**src/core/seq_step_pkg.sv**
```systemverilog
// Package with register map, field layout and encodings of the sequence step configuration.
package seq_step_pkg;

  // ****************************************************************
  // Register map
  // ****************************************************************
  // Printed offsets are not all multiples of four, so they are indices.
  localparam logic [7:0]  step_one_index   = 8'hd1;
  localparam logic [7:0]  step_two_index   = 8'hd2;
  localparam int          addr_width       = 10;
  localparam logic [15:0] step_one_reset   = 16'h0001;
  localparam logic [15:0] step_two_reset   = 16'h0002;

  // ****************************************************************
  // Field layout
  // ****************************************************************
  localparam int          enable_bit       = 15;
  localparam int          gain_hi          = 14;
  localparam int          gain_lo          = 13;
  localparam int          negative_bit     = 4;
  localparam int          positive_hi      = 3;
  localparam int          positive_lo      = 0;
  localparam logic [15:0] writable_mask    = 16'he01f;

  // ****************************************************************
  // AXI responses
  // ****************************************************************
  localparam logic [1:0]  resp_okay        = 2'h0;
  localparam logic [1:0]  resp_slverr      = 2'h2;

  // Gain seen by the converter.
  typedef enum logic [1:0] {
    gain_x1 = 2'h0,
    gain_x2 = 2'h1,
    gain_x4 = 2'h2
  } gain_e;

  // Source routed to the converter's positive input.
  typedef enum logic [3:0] {
    pos_ext0     = 4'h0,
    pos_ext7     = 4'h7,
    pos_temp     = 4'h8,
    pos_short    = 4'h9,
    pos_test_dac = 4'ha,
    pos_analog_supply_q       = 4'hb,
    pos_io_supply_q           = 4'hc,
    pos_digital_core_supply_h = 4'hd,
    pos_analog_power_input    = 4'he,
    pos_digital_power_input   = 4'hf
  } positive_e;

  // Source routed to the converter's negative input.
  typedef enum logic [1:0] {
    neg_ground = 2'h0,
    neg_ext7   = 2'h1,
    neg_auto   = 2'h2
  } negative_e;

  // Byte address of a register index.
  function automatic logic [addr_width-1:0] byte_addr(input logic [7:0] index);
    byte_addr = {index, 2'h0};
  endfunction

endpackage

```
**src/core/step_decode.sv**
```systemverilog
// Decoder from a step configuration word to converter routing controls.
`timescale 1ns/1ps
module step_decode
  import seq_step_pkg::*;
(
  // Configuration word
  input  wire logic [15:0] config_word,
  // Routing controls
  output logic             step_included,
  output gain_e            gain,
  output positive_e        positive_source,
  output negative_e        negative_source,
  output logic [2:0]       external_index
);

  always_comb begin
    // RULE_01: step inclusion enable.
    step_included = config_word[enable_bit];
    // RULE_02: gain code mapping.
    case (config_word[gain_hi:gain_lo])
      2'h0:    gain = gain_x1;
      2'h1:    gain = gain_x2;
      default: gain = gain_x4;
    endcase
    // RULE_04: external input selection.
    // RULE_06: internal source selection.
    positive_source = positive_e'(config_word[positive_hi:positive_lo]);
    external_index  = config_word[2:0];
    // RULE_05: automatic negative for internals.
    // RULE_03: negative input selection.
    if (config_word[positive_hi]) begin
      negative_source = neg_auto;
    end else if (config_word[negative_bit]) begin
      negative_source = neg_ext7;
    end else begin
      negative_source = neg_ground;
    end
  end

endmodule // step_decode

```
**src/core/seq_step_regs.sv**
```systemverilog
// AXI4-Lite register block for sequence steps one and two of the second converter.
//
// Overview of operation
// RULE_01: Bit 15 includes step one when set.
// RULE_02: Gain code 00/01/1x gives 1/2/4.
// RULE_03: Bit 4 selects ground or input seven.
// RULE_04: Codes 0..7 select external inputs zero..seven.
// RULE_05: Codes 8..15 choose negative automatically.
// RULE_06: Codes 8..15 route internal sources.
// RULE_07: Step one at D1h, resets 0001h.
// RULE_08: Step two at D2h, resets 0002h.
// RULE_09: Bits 12..5 ignore writes, read zero.
//
// The AXI4-Lite interface to the registers is this design's own decision.
`timescale 1ns/1ps
module seq_step_regs
  import seq_step_pkg::*;
(
  // Clock and reset
  input  wire logic                  core_clk,
  input  wire logic                  nrst,
  // AXI4-Lite write address
  input  wire logic [addr_width-1:0] s_axi_awaddr,
  input  wire logic                  s_axi_awvalid,
  output logic                       s_axi_awready,
  // AXI4-Lite write data
  input  wire logic [31:0]           s_axi_wdata,
  input  wire logic [3:0]            s_axi_wstrb,
  input  wire logic                  s_axi_wvalid,
  output logic                       s_axi_wready,
  // AXI4-Lite write response
  output logic [1:0]                 s_axi_bresp,
  output logic                       s_axi_bvalid,
  input  wire logic                  s_axi_bready,
  // AXI4-Lite read address
  input  wire logic [addr_width-1:0] s_axi_araddr,
  input  wire logic                  s_axi_arvalid,
  output logic                       s_axi_arready,
  // AXI4-Lite read data
  output logic [31:0]                s_axi_rdata,
  output logic [1:0]                 s_axi_rresp,
  output logic                       s_axi_rvalid,
  input  wire logic                  s_axi_rready,
  // Step one converter controls
  output logic                       step_one_included,
  output gain_e                      step_one_gain,
  output positive_e                  step_one_positive_select,
  output negative_e                  step_one_negative_select,
  output logic [2:0]                 step_one_external_index,
  // Step two raw configuration
  output logic [15:0]                step_two_config
);

  // ****************************************************************
  // Register state
  // ****************************************************************
  logic [15:0]           sequence_step_one_config;
  logic [15:0]           sequence_step_two_config;
  logic [15:0]           next_step_one;
  logic [15:0]           next_step_two;
  logic                  aw_held;
  logic                  w_held;
  logic [addr_width-1:0] aw_addr;
  logic [31:0]           w_data;
  logic [3:0]            w_strb;
  logic                  next_aw_held;
  logic                  next_w_held;
  logic [addr_width-1:0] next_aw_addr;
  logic [31:0]           next_w_data;
  logic [3:0]            next_w_strb;
  logic                  next_bvalid;
  logic [1:0]            next_bresp;
  logic                  next_rvalid;
  logic [31:0]           next_rdata;
  logic [1:0]            next_rresp;
  logic                  do_write;

  // Merge a write under byte strobes, keeping only the writable bits.
  function automatic logic [15:0] merge(input logic [15:0] old, input logic [31:0] data,
                                        input logic [3:0] strb);
    logic [15:0] lanes;
    lanes = {{8{strb[1]}}, {8{strb[0]}}} & writable_mask;
    merge = (old & ~lanes) | (data[15:0] & lanes);
  endfunction

  // An access hits a register when its word address matches the index; bits 1:0 are ignored.
  function automatic logic addr_hits(input logic [addr_width-1:0] addr,
                                     input logic [7:0]            index);
    addr_hits = (addr[addr_width-1:2] == index);
  endfunction

  // The slave holds one address and one data beat, and stalls both until the response drains.
  assign s_axi_awready = !aw_held && !s_axi_bvalid;
  assign s_axi_wready  = !w_held && !s_axi_bvalid;
  assign s_axi_arready = !s_axi_rvalid;

  always_comb begin
    next_aw_held  = aw_held;
    next_w_held   = w_held;
    next_aw_addr  = aw_addr;
    next_w_data   = w_data;
    next_w_strb   = w_strb;
    next_bvalid   = s_axi_bvalid;
    next_bresp    = s_axi_bresp;
    next_step_one = sequence_step_one_config;
    next_step_two = sequence_step_two_config;
    if (s_axi_awvalid && s_axi_awready) begin
      next_aw_held = 1'b1;
      next_aw_addr = s_axi_awaddr;
    end
    if (s_axi_wvalid && s_axi_wready) begin
      next_w_held = 1'b1;
      next_w_data = s_axi_wdata;
      next_w_strb = s_axi_wstrb;
    end
    do_write = next_aw_held && next_w_held;
    if (do_write) begin
      next_aw_held = 1'b0;
      next_w_held  = 1'b0;
      next_bvalid  = 1'b1;
      next_bresp   = resp_okay;
      // RULE_07: step one write decode.
      // RULE_09: reserved bits masked.
      if (addr_hits(next_aw_addr, step_one_index)) begin
        next_step_one = merge(sequence_step_one_config, next_w_data, next_w_strb);
      // RULE_08: step two write decode.
      end else if (addr_hits(next_aw_addr, step_two_index)) begin
        next_step_two = merge(sequence_step_two_config, next_w_data, next_w_strb);
      end else begin
        next_bresp = resp_slverr;
      end
    end else if (s_axi_bvalid && s_axi_bready) begin
      next_bvalid = 1'b0;
    end
  end

  always_comb begin
    next_rvalid = s_axi_rvalid;
    next_rdata  = s_axi_rdata;
    next_rresp  = s_axi_rresp;
    if (s_axi_arvalid && s_axi_arready) begin
      next_rvalid = 1'b1;
      next_rresp  = resp_okay;
      if (addr_hits(s_axi_araddr, step_one_index)) begin
        next_rdata = {16'h0000, sequence_step_one_config};
      end else if (addr_hits(s_axi_araddr, step_two_index)) begin
        next_rdata = {16'h0000, sequence_step_two_config};
      end else begin
        next_rdata = 32'h0000_0000;
        next_rresp = resp_slverr;
      end
    end else if (s_axi_rvalid && s_axi_rready) begin
      next_rvalid = 1'b0;
    end
  end

  always_ff @(posedge core_clk or negedge nrst) begin
    if (!nrst) begin
      // RULE_07: step one reset value.
      sequence_step_one_config <= step_one_reset;
      // RULE_08: step two reset value.
      sequence_step_two_config <= step_two_reset;
      aw_held      <= 1'b0;
      w_held       <= 1'b0;
      aw_addr      <= '0;
      w_data       <= 32'h0000_0000;
      w_strb       <= 4'h0;
      s_axi_bvalid <= 1'b0;
      s_axi_bresp  <= resp_okay;
      s_axi_rvalid <= 1'b0;
      s_axi_rdata  <= 32'h0000_0000;
      s_axi_rresp  <= resp_okay;
    end else begin
      sequence_step_one_config <= next_step_one;
      sequence_step_two_config <= next_step_two;
      aw_held      <= next_aw_held;
      w_held       <= next_w_held;
      aw_addr      <= next_aw_addr;
      w_data       <= next_w_data;
      w_strb       <= next_w_strb;
      s_axi_bvalid <= next_bvalid;
      s_axi_bresp  <= next_bresp;
      s_axi_rvalid <= next_rvalid;
      s_axi_rdata  <= next_rdata;
      s_axi_rresp  <= next_rresp;
    end
  end

  // ****************************************************************
  // Converter controls
  // ****************************************************************
  step_decode u_step_one (
    .config_word     (sequence_step_one_config),
    .step_included   (step_one_included),
    .gain            (step_one_gain),
    .positive_source (step_one_positive_select),
    .negative_source (step_one_negative_select),
    .external_index  (step_one_external_index)
  );

  assign step_two_config = sequence_step_two_config;
endmodule // seq_step_regs

```
**config.mk**
```make
export PLATFORM = sky130hd
export DESIGN_NAME = seq_step_regs
export DESIGN_NICKNAME = d
export VERILOG_FILES = /design/src/core/seq_step_pkg.sv /design/src/core/step_decode.sv /design/src/core/seq_step_regs.sv
export SDC_FILE = /design/constraint.sdc
export NUM_CORES = 1
export LEC_CHECK = 0
export ABC_CLOCK_PERIOD_IN_PS = 3500
export BUFFER_PORTS_ARGS = -buffer_cell sky130_fd_sc_hd__buf_2
export CORE_AREA = 4 4 77 79
export DETAILED_ROUTE_END_ITERATION = 12
export DIE_AREA = 0 0 81 83
export GPL_TIMING_DRIVEN = 0
export PLACE_DENSITY = 0.89
export SLEW_MARGIN = 30
export SYNTH_ARGS = -nofsm -noshare
export SYNTH_HDL_FRONTEND = slang
export SYNTH_SLANG_ARGS = --single-unit
export TNS_END_PERCENT = 30
```
**constraint.sdc**
```tcl
create_clock -name core_clk -period 3.5 [get_ports core_clk]
set_input_delay 0.525 -clock core_clk [delete_from_list [all_inputs] [get_ports core_clk]]
set_output_delay 0.525 -clock core_clk [all_outputs]
set_load 0.05 [all_outputs]
```
==> results.txt <==
----------------------------------------------------
[Pwr]
  Psw ... 843.1 uW
  Total chip power ... 1995 uW
  Fraction of power consumed by the clock network ... 15.5%
  IR drop worst, VDD ... 0.3341 mV
  Sequential power share ... 41.0%
  Portion of total power attributed to combinational logic ... 43.5%
  Cell Int Power ... 1152 uW
  Switching part of the total power ... 42.26%
  Total leakage power ... 0.001570 uW
  Power density over the cells ... 651.1 nW/um^2

[Global routing]
  Total grt overflow ... 0
  Pin count of the biggest net entering global routing ... 49
  Overall Global Routing Usage ... 14.92%
  First-pass GRT wire length ... 7.900 mm
  Via count of the first global-routing pass ... 1706
  Antenna violations before repair ... 0

[Clock network]
  Deepest level of the CTS H-tree ... 2
  CTS buffer count ... 5
  TritonCTS clock tree ... done
  Clock tree sinks ... 48
  Post-CTS Resized ... 0
  Worst skew pair latency ... 0.29 ns
  Clock-pin slew on the worst setup and hold paths ... 0.08 ns
  Max clock buf depth ... 2
  Clk Tree Root Cell ... clkbuf_8
  Post-CTS Setup Inserts ... 0
  Post-CTS Hold Buffers ... 0

[Timing]
  Period utilization ... 55.96%
  Max-slew violation count ... 0
  Final setup violating endpoints ... 0
  Slew HR ... 39.05%
  Transition time at the pin with the least slew margin ... 0.9068 ns
  Peak clock frequency supported by timing ... 510.6 MHz
  Setup repair after global routing missed its margin ... no
  Setup total negative slack ... 0 ns
  Endpoints failing hold ... 0
  Worst setup skew after layout ... 0.008886 ns
  Min cycle time layout ... 1.958 ns

[Floorplanning]
  Die Y-Extent ... 83 microns
  Number of ports placed on the die boundary ... 132
  Site row count ... 27
  Die Area ... 6723 sq um
  Die width ... 81 microns
  Core area ... 5338 sq um
  Starting density of the core ... 45.48%

[Synth]
  Library cells used by synthesis ... 32
  FFs w/ async S/R, synth ... 100.0%
  FF+latch count, synth ... 48
  Area share of the largest cell type after synthesis ... 47.42%
  Post-Synthesis Cell Area ... 2427 sq um
  Biggest area contributors in the synthesized netlist ... dfrtp_1 47%, mux2_2 15%, buf_4 13%
  Cell taking the most area after synthesis ... dfrtp_1
  Synthesized instance count ... 201
  Number of flops mapped to enable cells by yosys ... 0
  Yosys warning count ... 0
  Dominant synthesized flop cell ... dfrtp_1
  Mean instance size in the synthesized netlist ... 12.08 sq um
  Post-synthesis sequential area ratio ... 49.59%

[Cells and area]
  Synthesis-to-layout area growth ... 26.24%
  Final #Nets ... 371
  Diode count ... 0
  Ratio of cells with drive above 1 in the final layout ... 52.75%
  Commonest non-fill, non-tap cells in the layout ... 66 x buf_2, 46 x dfrtp_1, 43 x buf_4
  Most frequent standard cell in the layout excluding fill and tap cells ... buf_2

[Setup path]
  Cells traversed along the worst timing path ... nor3b_2, nand4_1, a211oi_4, mux2_2
  Type of destination of the critical path ... register
  Bufs and invs on worst path ... 0
  Length in cells of the worst reg-to-reg path ... 4
  Startpoint type of the worst setup path ... register
  Data arrival time of the critical path ... 2.13 ns
  Critical path data required time ... 3.68 ns
  Largest fanout of any net on the critical path ... 8
  R2R setup slack ... 1.54 ns
  Crit path kind ... register to register
  Kind of cell adding the most delay to the critical path ... simple AND/OR/NAND/NOR gates
  Largest stage delay on the critical path ... 0.47 ns
  Cell with the biggest individual delay on the critical path ... dfrtp_1
  Launching point of the worst reg2reg path ... s_axi_bvalid
  Crit. path cell count ... 4

[Worst hold path]
  Path type of the worst min-delay path ... input pin to asynchronous set/reset pin

[Drt]
  Remaining DRCs ... 0
  First DRT Iteration DRCs ... 50
  ANT nets after route ... 0
  Via count ... 1726
  DRT Pass-1 Iters ... 4
  Total Routed Length ... 4.806 mm
  Vias/cell ... 4.530
  Routed length per placed instance ... 12.61 microns

[Run status]
  Result of the run ... complete, no violations

[Placement]
  Half-perimeter wire length of the detailed placement result ... 3.845 mm
  Quantity of I/O buffers inserted on ports ... 67
  Placer's final routability congestion estimate ... 0.7800

[Run]
  Max_cap viols ... 0

----------------------------------------------------
power groups by stage:
stage                     Sequential, uW  Combinational, uW  Clock, uW
after floorplan                      964                552          0
after global placement               821                851          0
after detailed placement             832                875          0
after CTS                            821                876        321
after global routing                 847                925        342
final                                819                868        309
routing by layer:
layer  track usage, %  vias to the layer above  share of wire (%)
met2            25.77                       64                 53
met3            4.447                        4                8.2
li1                 -                      834                  -
met4            5.069                        0               0.98
met1            17.27                      824                 38
met5                0                        -                  0
Yosys cell counts, types with 2 or more instances:
cell type and instances:
o21ai_0 3, a21oi_1 8, nor2_1 13, a211oi_2 2, a22oi_1 8, buf_4 42
nor4_2 2, nand4b_1 3, mux2_2 33, a211oi_4 2, dfstp_2 2, nor2b_1 10
nor3b_2 2, inv_1 4, clkbuf_1 3, nand2b_1 2, dfrtp_1 46, nand4_1 2
worst max-delay path by stage:
stage / startpoint / to
2_1_floorplan: s_axi_bvalid / register
3_3_place_gp: s_axi_araddr[7] / s_axi_rresp[1]
3_5_place_dp: s_axi_araddr[7] / s_axi_rresp[1]
4_1_cts: s_axi_bvalid / register
5_1_grt: s_axi_bvalid / register
6_report: s_axi_bvalid / register
final cells by class:
type	count	area [sq um]
fillers	439	2273
clock inverters	2	12.51
flip-flops and latches	48	1204
multi-input cells	135	991.0
plain buffers	47	341.6
repair buffers	67	337.8
well taps	72	90.09
inverters	4	15.01
clock buffers	6	72.57
cell families (layout without fill, tap and decap cells):
logic type      after synthesis  in the layout  synth area share [%]
other cells                   1             34                0.1545
compound gates               28             28                 9.227
mux                          35             35                 16.29
simple gates                 38             38                 10.05
flops                        48             48                 49.59
buf+inv                      51            126                 14.69
metrics by stage:
stage	setup WS (ns)	util, %	cell area, sq um	hold WS, ns	std cells
floorplan	1.515	-	2551	0.2294	234
global placement	1.415	55.77	2977	0.4745	373
detailed placement	1.377	55.81	2979	0.4885	373
CTS	1.508	57.41	3064	0.2476	381
global route	1.387	57.41	3064	0.2729	381
finish	1.542	57.41	3064	0.2325	381
Power figures use the tool's default switching activity.
